## src/pkg/fmd_pkg.sv

```systemverilog
// constants for the arithmetic microinstruction decoder
package fmd_pkg;
  // =====================================================
  // field positions in the 40-bit microinstruction word
  localparam int WORD_W = 40;
  localparam int F_MALU_HI = 39;
  localparam int F_MALU_LO = 38;
  localparam int F_MALU_INV_BIT = 37;
  localparam int F_INV_HI = 36;
  localparam int F_INV_LO = 35;
  localparam int F_SUB_INV = 34;
  localparam int F_EXPONENT_ALU_HI = 33;
  localparam int F_EXPONENT_ALU_LO = 32;
  localparam int F_BCLK = 31;
  localparam int F_ACLK_HIGH = 30;
  localparam int F_ACLK_MID = 29;
  localparam int F_ACLK_LOW = 28;
  localparam int F_MODE_HI = 27;
  localparam int F_MODE_LO = 26;
  localparam int F_EXP_CLK = 25;
  localparam int F_HALT = 24;
  localparam int F_MB_HI = 23;
  localparam int F_MB_LO = 21;
  localparam int F_EB_HI = 20;
  localparam int F_EB_LO = 19;
  localparam int F_EB_GATE = 18;
  localparam int F_LOAD_SC = 17;
  localparam int F_LARGER_EN = 16;
  localparam int F_INH_HI = 15;
  localparam int F_INH_LO = 14;
  localparam int F_HW_HI = 10;
  localparam int F_HW_LO = 8;
  // =====================================================
  // field codes
  localparam logic [1:0] INV_ACC_SIGN = 2'h1;
  localparam logic [1:0] INV_OPERAND = 2'h2;
  localparam logic [1:0] INV_B_SIGN = 2'h3;
  localparam logic [2:0] HW_MPY = 3'h1;
  localparam logic [2:0] HW_DIV = 3'h2;
  localparam logic [1:0] MODE_RIGHT = 2'h1;
  localparam logic [1:0] MODE_LEFT = 2'h2;
  localparam logic [1:0] MODE_LOAD = 2'h0;
  localparam logic [2:0] MB_ZERO = 3'h0;
  localparam logic [2:0] MB_MD = 3'h1;
  localparam logic [2:0] MB_SECONDARY_B_REGISTER = 3'h2;
  localparam logic [2:0] MB_MAX_INT = 3'h3;
  localparam logic [2:0] MB_MAX_FLT = 3'h4;
  localparam logic [2:0] MB_ROUND = 3'h5;
  localparam logic [2:0] MB_FIX = 3'h6;
  localparam logic [2:0] MB_FZERO = 3'h7;
  localparam logic [1:0] INH_NORMALIZED = 2'h3;
  // =====================================================
  // exponent constants, 10 bits (bit -2 is the sign)
  localparam int EXP_W = 10;
  localparam int SC_W = 9;
  localparam logic [9:0] EXP_ZERO = 10'h000;
  localparam logic [9:0] EXP_ONE = 10'h001;
  localparam logic [9:0] EXP_15 = 10'h00F;
  localparam logic [9:0] EXP_23 = 10'h017;
  localparam logic [9:0] EXP_127 = 10'h07F;
  localparam logic [9:0] EXP_NEG_127 = 10'h381;
  localparam logic [8:0] CMP_FIX = 9'h016;
  localparam logic [8:0] CMP_DEFAULT = 9'h00F;
  localparam logic [15:0] MAX_NEG_INT = 16'h8000;
  typedef enum logic {FMD_IDLE, FMD_RUN} fmd_state_t;
endpackage

```

## src/rtl/fmd_shift_load.sv

```systemverilog
// shift counter and larger-exponent flag loaded from the exponent alu
module fmd_shift_load #(
  parameter int SC_W = 9
) (
  input wire logic clk_i, // system clock
  input wire logic reset_i, // async reset, active high
  input wire logic load_i, // load strobe
  input wire logic [SC_W:0] exp_alu_out_i, // exponent alu output, msb is sign
  output logic [SC_W-1:0] shift_count_o, // loaded magnitude
  output logic larger_exponent_flag_o // set for positive sign
);
  logic sign;
  logic [SC_W-1:0] mag;

  assign sign = exp_alu_out_i[SC_W];
  // negative values are inverted, giving the one's-complement magnitude
  assign mag = sign ? ~exp_alu_out_i[SC_W-1:0] : exp_alu_out_i[SC_W-1:0];

  always_ff @(posedge clk_i or posedge reset_i)
  begin
    if (reset_i)
    begin
      shift_count_o <= '0;
      larger_exponent_flag_o <= 1'b0;
    end
    else if (load_i)
    begin
      shift_count_o <= mag;
      larger_exponent_flag_o <= ~sign;
    end
  end
endmodule

```

## src/rtl/fmd_decoder.sv

```systemverilog
// arithmetic micro-sequencer word register, busy control and field decode
module fmd_decoder #(
  parameter logic [8:0] CMP_DEFAULT = fmd_pkg::CMP_DEFAULT
) (
  input wire logic clk_i, // system clock
  input wire logic reset_i, // async reset, active high
  input wire logic start_i, // master start pulse, word 0 on uword_i
  input wire logic step_i, // microinstruction clock strobe
  input wire logic [39:0] uword_i, // next microinstruction word
  input wire logic acc_sign_i, // accumulator mantissa bit 0
  input wire logic md_sign_i, // multiplicand/divisor register sign
  input wire logic secondary_b_register_sign_i, // secondary b register sign
  input wire logic float_subtract_command_i, // current sequence is float subtract
  input wire logic acc_normalized_i, // accumulator is normalized
  input wire logic acc_short_i, // accumulator one position short
  input wire logic double_precision_i, // double precision mode
  input wire logic [3:0] round_guard_i, // guard bits by {dp, short}
  input wire logic [9:0] exp_alu_out_i, // exponent alu output
  output logic busy_o, // sequencer running
  output logic [2:0] mant_alu_func_o, // mantissa alu function
  output logic [1:0] exp_alu_func_o, // exponent alu function
  output logic b_clk_o, // clock b register at next step
  output logic acc_high_clock_o, // clock accumulator bits 0, 9..15
  output logic acc_middle_clock_o, // clock accumulator bits 16..31
  output logic acc_low_clock_o, // clock accumulator bits 32..51
  output logic exponent_clock_o, // clock accumulator exponent
  output logic [1:0] shift_mode_o, // 1 right, 2 left, 0 load
  output logic b_side_mux_en_o, // b-side mux enabled
  output logic b_side_mux_sel_b_o, // mux selects b register
  output logic mant_b_zero_o, // zeros on mantissa b
  output logic max_negative_integer_source_o, // 8000 on bits 16..31
  output logic max_negative_float_source_o, // max negative mantissa
  output logic round_en_o, // round on mantissa b
  output logic round_bit_o, // selected guard bit
  output logic round_subtract_o, // subtract round bit
  output logic [8:0] cmp_value_o, // magnitude comparator value
  output logic float_zero_source_o, // zero value on mantissa b
  output logic [15:0] max_int_value_o, // constant for bits 16..31
  output logic [9:0] exp_b_value_o, // exponent alu b constant
  output logic exponent_b_gate_o, // md onto exponent b
  output logic [8:0] shift_count_o, // shift counter
  output logic larger_exponent_flag_o // larger-exponent flag
);
  // =====================================================
  // sequencer state and word register
  fmd_pkg::fmd_state_t state_r;
  fmd_pkg::fmd_state_t state_nxt;
  logic [39:0] word_r;
  logic run;
  logic take_word;
  logic halt_now;
  logic load_sc;

  assign run = (state_r == fmd_pkg::FMD_RUN);
  assign take_word = (!run && start_i) || (run && step_i);
  assign halt_now = run && step_i && word_r[fmd_pkg::F_HALT];

  always_comb
  begin
    state_nxt = state_r;
    case (state_r)
      fmd_pkg::FMD_IDLE:
        if (start_i)
          state_nxt = fmd_pkg::FMD_RUN;
      fmd_pkg::FMD_RUN:
        if (halt_now)
          state_nxt = fmd_pkg::FMD_IDLE;
      default:
        state_nxt = fmd_pkg::FMD_IDLE;
    endcase
  end

  always_ff @(posedge clk_i or posedge reset_i)
  begin
    if (reset_i)
    begin
      state_r <= fmd_pkg::FMD_IDLE;
      word_r <= '0;
    end
    else
    begin
      state_r <= state_nxt;
      if (take_word)
        word_r <= uword_i;
    end
  end

  // =====================================================
  // mantissa alu function and conditional inversion
  logic [1:0] inv_code;
  logic [2:0] hw_code;
  logic field_cond;
  logic sub_cond;
  logic inv37;
  logic [2:0] mant_func;

  assign inv_code = word_r[fmd_pkg::F_INV_HI:fmd_pkg::F_INV_LO];
  assign hw_code = word_r[fmd_pkg::F_HW_HI:fmd_pkg::F_HW_LO];
  // acc sign, operand sign, b sign
  assign field_cond = (inv_code == fmd_pkg::INV_ACC_SIGN) ? acc_sign_i :
    (inv_code == fmd_pkg::INV_OPERAND) ?
      ((hw_code == fmd_pkg::HW_MPY) && (acc_sign_i ^ md_sign_i)) ||
      ((hw_code == fmd_pkg::HW_DIV) && md_sign_i) :
    (inv_code == fmd_pkg::INV_B_SIGN) ? secondary_b_register_sign_i : 1'b0;
  assign sub_cond = word_r[fmd_pkg::F_SUB_INV] && float_subtract_command_i;
  // either source flips bit 37 once; both together do not cancel
  assign inv37 = field_cond || sub_cond;
  assign mant_func = {word_r[fmd_pkg::F_MALU_HI:fmd_pkg::F_MALU_LO], word_r[fmd_pkg::F_MALU_INV_BIT] ^ inv37};

  // =====================================================
  // register clocks with flag swap and normalize inhibit
  logic swap;
  logic norm_inh;
  logic b_clk_nxt;
  logic [2:0] acc_clk_nxt;
  logic exp_clk_nxt;

  // larger flag moves clocks to b register
  assign swap = word_r[fmd_pkg::F_LARGER_EN] && larger_exponent_flag_o;
  assign norm_inh = (word_r[fmd_pkg::F_INH_HI:fmd_pkg::F_INH_LO] == fmd_pkg::INH_NORMALIZED) && acc_normalized_i;
  assign b_clk_nxt = word_r[fmd_pkg::F_BCLK] || swap;
  assign acc_clk_nxt = (swap || norm_inh) ? 3'h0 : word_r[fmd_pkg::F_ACLK_HIGH:fmd_pkg::F_ACLK_LOW];
  assign exp_clk_nxt = word_r[fmd_pkg::F_EXP_CLK] && !norm_inh;

  // =====================================================
  // b-side sources
  logic [2:0] mb;
  logic [1:0] eb;
  logic [1:0] mode;
  logic [9:0] exp_b_nxt;
  logic round_nxt;

  assign mb = word_r[fmd_pkg::F_MB_HI:fmd_pkg::F_MB_LO];
  assign eb = word_r[fmd_pkg::F_EB_HI:fmd_pkg::F_EB_LO];
  assign mode = (word_r[fmd_pkg::F_MODE_HI:fmd_pkg::F_MODE_LO] == fmd_pkg::MODE_RIGHT) ? fmd_pkg::MODE_RIGHT :
    (word_r[fmd_pkg::F_MODE_HI:fmd_pkg::F_MODE_LO] == fmd_pkg::MODE_LEFT) ? fmd_pkg::MODE_LEFT : fmd_pkg::MODE_LOAD;
  // max-float and float-zero b-side codes override the exponent field, otherwise
  assign exp_b_nxt = (mb == fmd_pkg::MB_MAX_FLT) ? fmd_pkg::EXP_127 :
    (mb == fmd_pkg::MB_FZERO) ? fmd_pkg::EXP_NEG_127 :
    (eb == 2'h1) ? fmd_pkg::EXP_ONE :
    (eb == 2'h2) ? fmd_pkg::EXP_15 :
    (eb == 2'h3) ? fmd_pkg::EXP_23 : fmd_pkg::EXP_ZERO;
  // guard bit picked by precision and normalization
  assign round_nxt = round_guard_i[{double_precision_i, acc_short_i}];

  // =====================================================
  // output registers
  always_ff @(posedge clk_i or posedge reset_i)
  begin
    if (reset_i)
    begin
      busy_o <= 1'b0;
      mant_alu_func_o <= 3'h0;
      exp_alu_func_o <= 2'h0;
      shift_mode_o <= fmd_pkg::MODE_LOAD;
    end
    else
    begin
      busy_o <= (state_nxt == fmd_pkg::FMD_RUN);
      mant_alu_func_o <= mant_func;
      exp_alu_func_o <= word_r[fmd_pkg::F_EXPONENT_ALU_HI:fmd_pkg::F_EXPONENT_ALU_LO];
      shift_mode_o <= mode;
    end
  end

  // clocks only while running so an idle sequencer disturbs nothing
  always_ff @(posedge clk_i or posedge reset_i)
  begin
    if (reset_i)
    begin
      b_clk_o <= 1'b0;
      {acc_high_clock_o, acc_middle_clock_o, acc_low_clock_o} <= 3'h0;
      exponent_clock_o <= 1'b0;
    end
    else
    begin
      b_clk_o <= run && b_clk_nxt;
      {acc_high_clock_o, acc_middle_clock_o, acc_low_clock_o} <= run ? acc_clk_nxt : 3'h0;
      exponent_clock_o <= run && exp_clk_nxt;
    end
  end

  always_ff @(posedge clk_i or posedge reset_i)
  begin
    if (reset_i)
    begin
      b_side_mux_en_o <= 1'b0;
      b_side_mux_sel_b_o <= 1'b0;
      mant_b_zero_o <= 1'b1;
      max_negative_integer_source_o <= 1'b0;
      max_negative_float_source_o <= 1'b0;
      round_en_o <= 1'b0;
      round_bit_o <= 1'b0;
      round_subtract_o <= 1'b0;
      cmp_value_o <= 9'h000;
      float_zero_source_o <= 1'b0;
      max_int_value_o <= 16'h0000;
      exp_b_value_o <= 10'h000;
      exponent_b_gate_o <= 1'b0;
    end
    else
    begin
      mant_b_zero_o <= (mb == fmd_pkg::MB_ZERO) || (mb == fmd_pkg::MB_FZERO);
      b_side_mux_en_o <= (mb == fmd_pkg::MB_MD) || (mb == fmd_pkg::MB_SECONDARY_B_REGISTER);
      b_side_mux_sel_b_o <= (mb == fmd_pkg::MB_SECONDARY_B_REGISTER);
      max_negative_integer_source_o <= (mb == fmd_pkg::MB_MAX_INT);
      max_int_value_o <= fmd_pkg::MAX_NEG_INT;
      max_negative_float_source_o <= (mb == fmd_pkg::MB_MAX_FLT);
      round_en_o <= (mb == fmd_pkg::MB_ROUND);
      round_bit_o <= round_nxt;
      round_subtract_o <= acc_sign_i;
      cmp_value_o <= (mb == fmd_pkg::MB_FIX) ? fmd_pkg::CMP_FIX : CMP_DEFAULT;
      float_zero_source_o <= (mb == fmd_pkg::MB_FZERO);
      exp_b_value_o <= exp_b_nxt;
      exponent_b_gate_o <= word_r[fmd_pkg::F_EB_GATE];
    end
  end

  // =====================================================
  // shift counter and larger-exponent flag
  // load on the step that leaves this word
  assign load_sc = run && step_i && word_r[fmd_pkg::F_LOAD_SC];

  fmd_shift_load #(
    .SC_W(fmd_pkg::SC_W)
  ) u_shift (
    .clk_i(clk_i),
    .reset_i(reset_i),
    .load_i(load_sc),
    .exp_alu_out_i(exp_alu_out_i),
    .shift_count_o(shift_count_o),
    .larger_exponent_flag_o(larger_exponent_flag_o)
  );
endmodule

```

## config.mk

```make
export PLATFORM = sky130hd
export DESIGN_NAME = fmd_decoder
export DESIGN_NICKNAME = d
export VERILOG_FILES = /design/src/pkg/fmd_pkg.sv /design/src/rtl/fmd_shift_load.sv /design/src/rtl/fmd_decoder.sv
export SDC_FILE = /design/constraint.sdc
export NUM_CORES = 1
export LEC_CHECK = 0
export ABC_AREA = 1
export BUFFER_PORTS_ARGS = -buffer_cell sky130_fd_sc_hd__buf_2
export CAP_MARGIN = 10
export CELL_PAD_IN_SITES_DETAIL_PLACEMENT = 1
export CELL_PAD_IN_SITES_GLOBAL_PLACEMENT = 1
export CORE_ASPECT_RATIO = 1.1
export CORE_MARGIN = 5
export CORE_UTILIZATION = 37
export DETAILED_ROUTE_END_ITERATION = 6
export HOLD_SLACK_MARGIN = 0.02
export PLACE_DENSITY = 0.92
export SLEW_MARGIN = 25
export SYNTH_ARGS = -nofsm -noshare
export SYNTH_HDL_FRONTEND = slang
export SYNTH_SLANG_ARGS = --single-unit
```

## constraint.sdc

```tcl
create_clock -name clk_i -period 3.7 [get_ports clk_i]
set_clock_uncertainty 0.1 [all_clocks]
set_input_delay 0.37 -clock clk_i [delete_from_list [all_inputs] [get_ports clk_i]]
set_output_delay 0.37 -clock clk_i [all_outputs]
set_load 0.01 [all_outputs]
```

=== Word level (Yosys, flattened, before mapping) ===
Index checks and enable logic that the tools add are counted.

* $lt $le $gt $ge: 1
* Equality and inequality tests: 18
* Multiplexer cells: 19
* Bitwise logic cells: 5
* Reduce and logical (&&, ||, !) cells: 22

{| class="wikitable"
|+ Operators by type and width
! kind !! count
|-
| $mux W10 || 2
|-
| $mux W5 || 4
|-
| $eq A2 B2 Y1 const B || 6
|-
| $eq A3 B3 Y1 const B || 4
|-
| $logic_and A1 B1 Y1 || 12
|-
| $eq A3 B2 Y1 const B || 3
|-
| $mux W9 || 1
|-
| $not A9 Y9 || 1
|-
| $logic_or A1 B1 Y1 || 7
|-
| $eq A2 B1 Y1 const B || 3
|-
| $eq A3 B1 Y1 const B || 2
|-
| $mux W1 || 6
|-
| $mux W3 || 2
|-
| $mux W2 || 2
|-
| $logic_not A3 Y1 || 1
|-
| $lt A2 B3 Y1 const B || 1
|-
| $bmux W1 S2 || 1
|-
| $logic_not A1 Y1 || 2
|-
| $not A1 Y1 || 2
|-
| $pmux W1 S2 || 1
|-
| $xor A1 B1 Y1 || 2
|}

* Flip-flop bits (word level): 89
* Input port bits: 65
* Logic and storage cells: 90

=== Depth between registers and ports, before layout ===
* Depth in word-level cells: 7
* Gate-level depth with buffers: 9
* Depth with buffers taken out: 9

=== Hierarchy ===
From an unflattened synthesis, not the netlist that was laid out.

* Cell total of the unflattened synthesis: 300
* Area total of the unflattened synthesis: 2954.1 µm²

{| class="wikitable"
|+ Modules (own cells, without submodules)
! module !! times used !! cells an instance !! area an instance (µm²) !! seq. area each (µm²)
|-
| fmd_decoder || 1 || 228 || 2433.6 || 1502.7
|-
| fmd_shift_load || 1 || 72 || 520.5 || 250.2
|}

=== Worst setup path after synthesis ===
No wires, ideal clock.

* Kind: register to register
* From: register, netlist name busy_o
* To: register word_r[16]
* Setup time: 125 ps
* Data arrival time: 1136 ps
* Path slack: 2339 ps
* Stages on the path, launching flop included: 5
* Buffers on the path: 1
* Clock period less this slack: 1361 ps
* Path through: dfrtp_1 -> nand2_1 -> nand2_4 -> buf_12 -> mux2_4

{| class="wikitable"
|+ RTL lines
! element !! line !! source
|-
| end signal: assignment || fmd_decoder.sv:84 || <nowiki>word_r <= uword_i;</nowiki>
|-
| end: declaration || fmd_decoder.sv:48 || <nowiki>logic [39:0] word_r;</nowiki>
|}

==> out/qor.yml <==
grt_max_degree: 55
pwr-share-clk_pct: 22.9
synth_top_area_share_pct: 59.1
setup_viol: 0
startpoint_type: "flip-flop"
yosys.area.top_type: "dfrtp_1"
wl_per_cell_um: 13.8
rsz0062_at_grt: "no"
drv_cap: 0
hold_viol: 0
area_growth_pct: 22.1
p_int_w: 0.00178
status: "finished, final reports clean"
die_w_um: 94.7
cts_tree: "built"
path_clk_slew_ns: 0.09
grt_pass1_wl_um: 10500
diodes: 0
core-area_um2: 7830
synthFlopType: "dfrtp_1"
required_ns: 3.82
h-tree-depth: 3
vias: 2096
grt.total_usage_pct: 14.1
ys_seq_area_share_pct: 60.0
worstHoldPathType: "input port to asynchronous set/reset pin"
antenna_found_initial: 0
first_global_vias: 2320
cts_root_buf: "clkbuf_8"
tns_ns: 0
synth_cell_types: 27
tightest_slew_ns: 0.649
synth_edf_count: 0
cts-hold-fix-buffers: 0
synth_top_family_by_area: "buffers and inverters"
synth-seq-cells: 70
synth_area_leaders: "dfrtp_1 59%, buf_4 6.9%, nand2_1 5.9%"
fmax_mhz: 591
initial_utilization_pct: 37.3
die_h_um: 103
numPortBuffers: 102
fin_nets: 429
synth_commonest_cells: "69 x dfrtp_1, 46 x nand2_1, 27 x buf_4, 27 x inv_1, 19 x o21ai_0"
pwr-share-comb_pct: 32.6
post-route-period-util_pct: 45.8
viasPerCell: 4.39
p_sw_w: 0.000984
powerDensity_nw_per_um2: 775
cts-resized-gates: 0
ioPinCount: 133
cts_buffers: 9
globalplace.congestion: 0.779
swShare_pct: 35.6
dr_wl_met3_um: 550
synth_fa_ha_area_share_pct: 0
slew_violations: 0
power.leakage_nw: 1.89
finalCriticalPeriod_ns: 1.69
path_max_fanout: 48
fillers: 926
synth_compound_area_share_pct: 8.01
ir_drop_v: 0.000302
first_iter_violations: 41
post-route-drc-count: 0
post_cts_buffers: 0
synthMostInstantiatedCell: "dfrtp_1"
ant_nets: 0
top_layer: "met4"
whs_ns: 0.0251
yosys.area_share.simple_pct: 10.5
dieArea_um2: 9780
detailed_place_hpwl_um: 5100
critPathArrivalTime_ns: 1.81
synthArstFlopShare_pct: 100
muxShareOfSynthArea_pct: 5.14
wl_met2_um: 3550
seqPwrFrac_pct: 44.5
synth-xor-area-share_pct: 2.70
first_pass_iters: 4
grt_overflow_total: 0
drive_gt1_share_pct: 38.8
rows: 34
routed_wl_um: 6590
clock_latency_ns: 0.34
relSlewSlack_pct: 56.7
clock_path_buffers: 2
wl_met1_um: 2460
netlist_area_um2: 2920
crit_type: "flip-flop to flip-flop"
syn_inst: 267
syn_area_per_cell_um2: 10.9
endpoint_kind: "flip-flop"
yosysWarnings: 0
cts_sinks: 70
area by class of cell:
cell class / count / area (um2) / area share, %
Clock inverter: 6 / 70.1 / 1.96
Inverter: 28 / 108 / 3.02
Timing Repair Buffer: 103 / 518 / 14.5
Multi-Input combinational cell: 152 / 845 / 23.7
Tap cell: 108 / 135 / 3.79
Clock buffer: 10 / 138 / 3.86
Sequential cell: 70 / 1750 / 49.2
worst max-delay path, cell delays in order, from the launching register on:
cell and delay, ns:
dfrtp_1 0.47, nand2_1 0.15, nand2_4 0.50, mux2_4 0.35
cells in the final DEF (no fill, tap or decap), types with 2 or more instances in the layout:
master	instances
o21ai_1	4
o21ai_0	19
xnor2_1	9
nand3_1	5
clkinvlp_4	3
conb_1	20
nor3_1	3
nand2_1	46
inv_1	26
o21ai_2	9
a21oi_1	2
mux2_4	10
dfrtp_1	69
o31ai_1	2
nor2_1	17
clkbuf_8	10
buf_2	102
nand4_1	2
power by group through the flow:
stage | combinational [W] | sequential [W] | clock, W
after floorplan | 0.000568 | 0.00130 | 0
after global placement | 0.000870 | 0.00122 | 0
after detailed placement | 0.000922 | 0.00124 | 0
after CTS | 0.000923 | 0.00124 | 0.000655
after global routing | 0.00101 | 0.00127 | 0.000694
final | 0.000900 | 0.00123 | 0.000632
layer usage:
layer  vias up  global-route usage (%)
met3         5                    6.44
met1      1013                    14.5
met4         0                    3.77
met2        90                    26.0
met5         -                       0
li1        988                       -
registers in the layout, summed over array words and instances, names as in the netlist, 2 cells and up:
| signal | count |
|---|---|
| cmp_value_o | 3 |
| exp_alu_func_o | 2 |
| exp_b_value_o | 6 |
| mant_alu_func_o | 3 |
| shift_mode_o | 2 |
| u_shift.shift_count_o | 9 |
| word_r | 29 |
cells by family (layout without fill, tap and decap cells):
family                    after synthesis  in the layout
xor gates and xnor gates                9              9
DFF                                    70             70
AOI/OAI and AO/OA                      38             38
and+or+nand+nor                        75             75
buffers and inverters                  63            147
muxes                                  10             10
other                                   2             20
per-stage QoR:
stage | util (%) | power, W | worst slack, ns | std cells | cell area (um2)
after CTS | 45.6 | 0.00281 | 1.96 | 477 | 3570
final | 45.6 | 0.00276 | 2.01 | 477 | 3570
after global routing | 45.6 | 0.00297 | 1.88 | 477 | 3570
after global placement | 42.9 | 0.00209 | 2.03 | 461 | 3360
after floorplan | - | 0.00187 | 1.46 | 285 | 2990
after detailed placement | 42.9 | 0.00217 | 1.98 | 461 | 3360
final timing paths:
kind / startpoint / to / slack (ns) / depth (start not counted)
worst max-delay path: busy_o / word_r[14] / 2.01 / 3
worst min-delay path: reset_i / word_r[39] / 0.03 / 2
worst max register to register: busy_o / word_r[14] / 2.01 / 3
worst min register to register: word_r[18] / exponent_b_gate_o / 0.30 / 0
max in group asynchronous: reset_i / word_r[23] / 2.79 / 3
min in group clk_i: acc_sign_i / round_subtract_o / 0.09 / 1
Note: power is estimated with default switching activity, not from simulation.
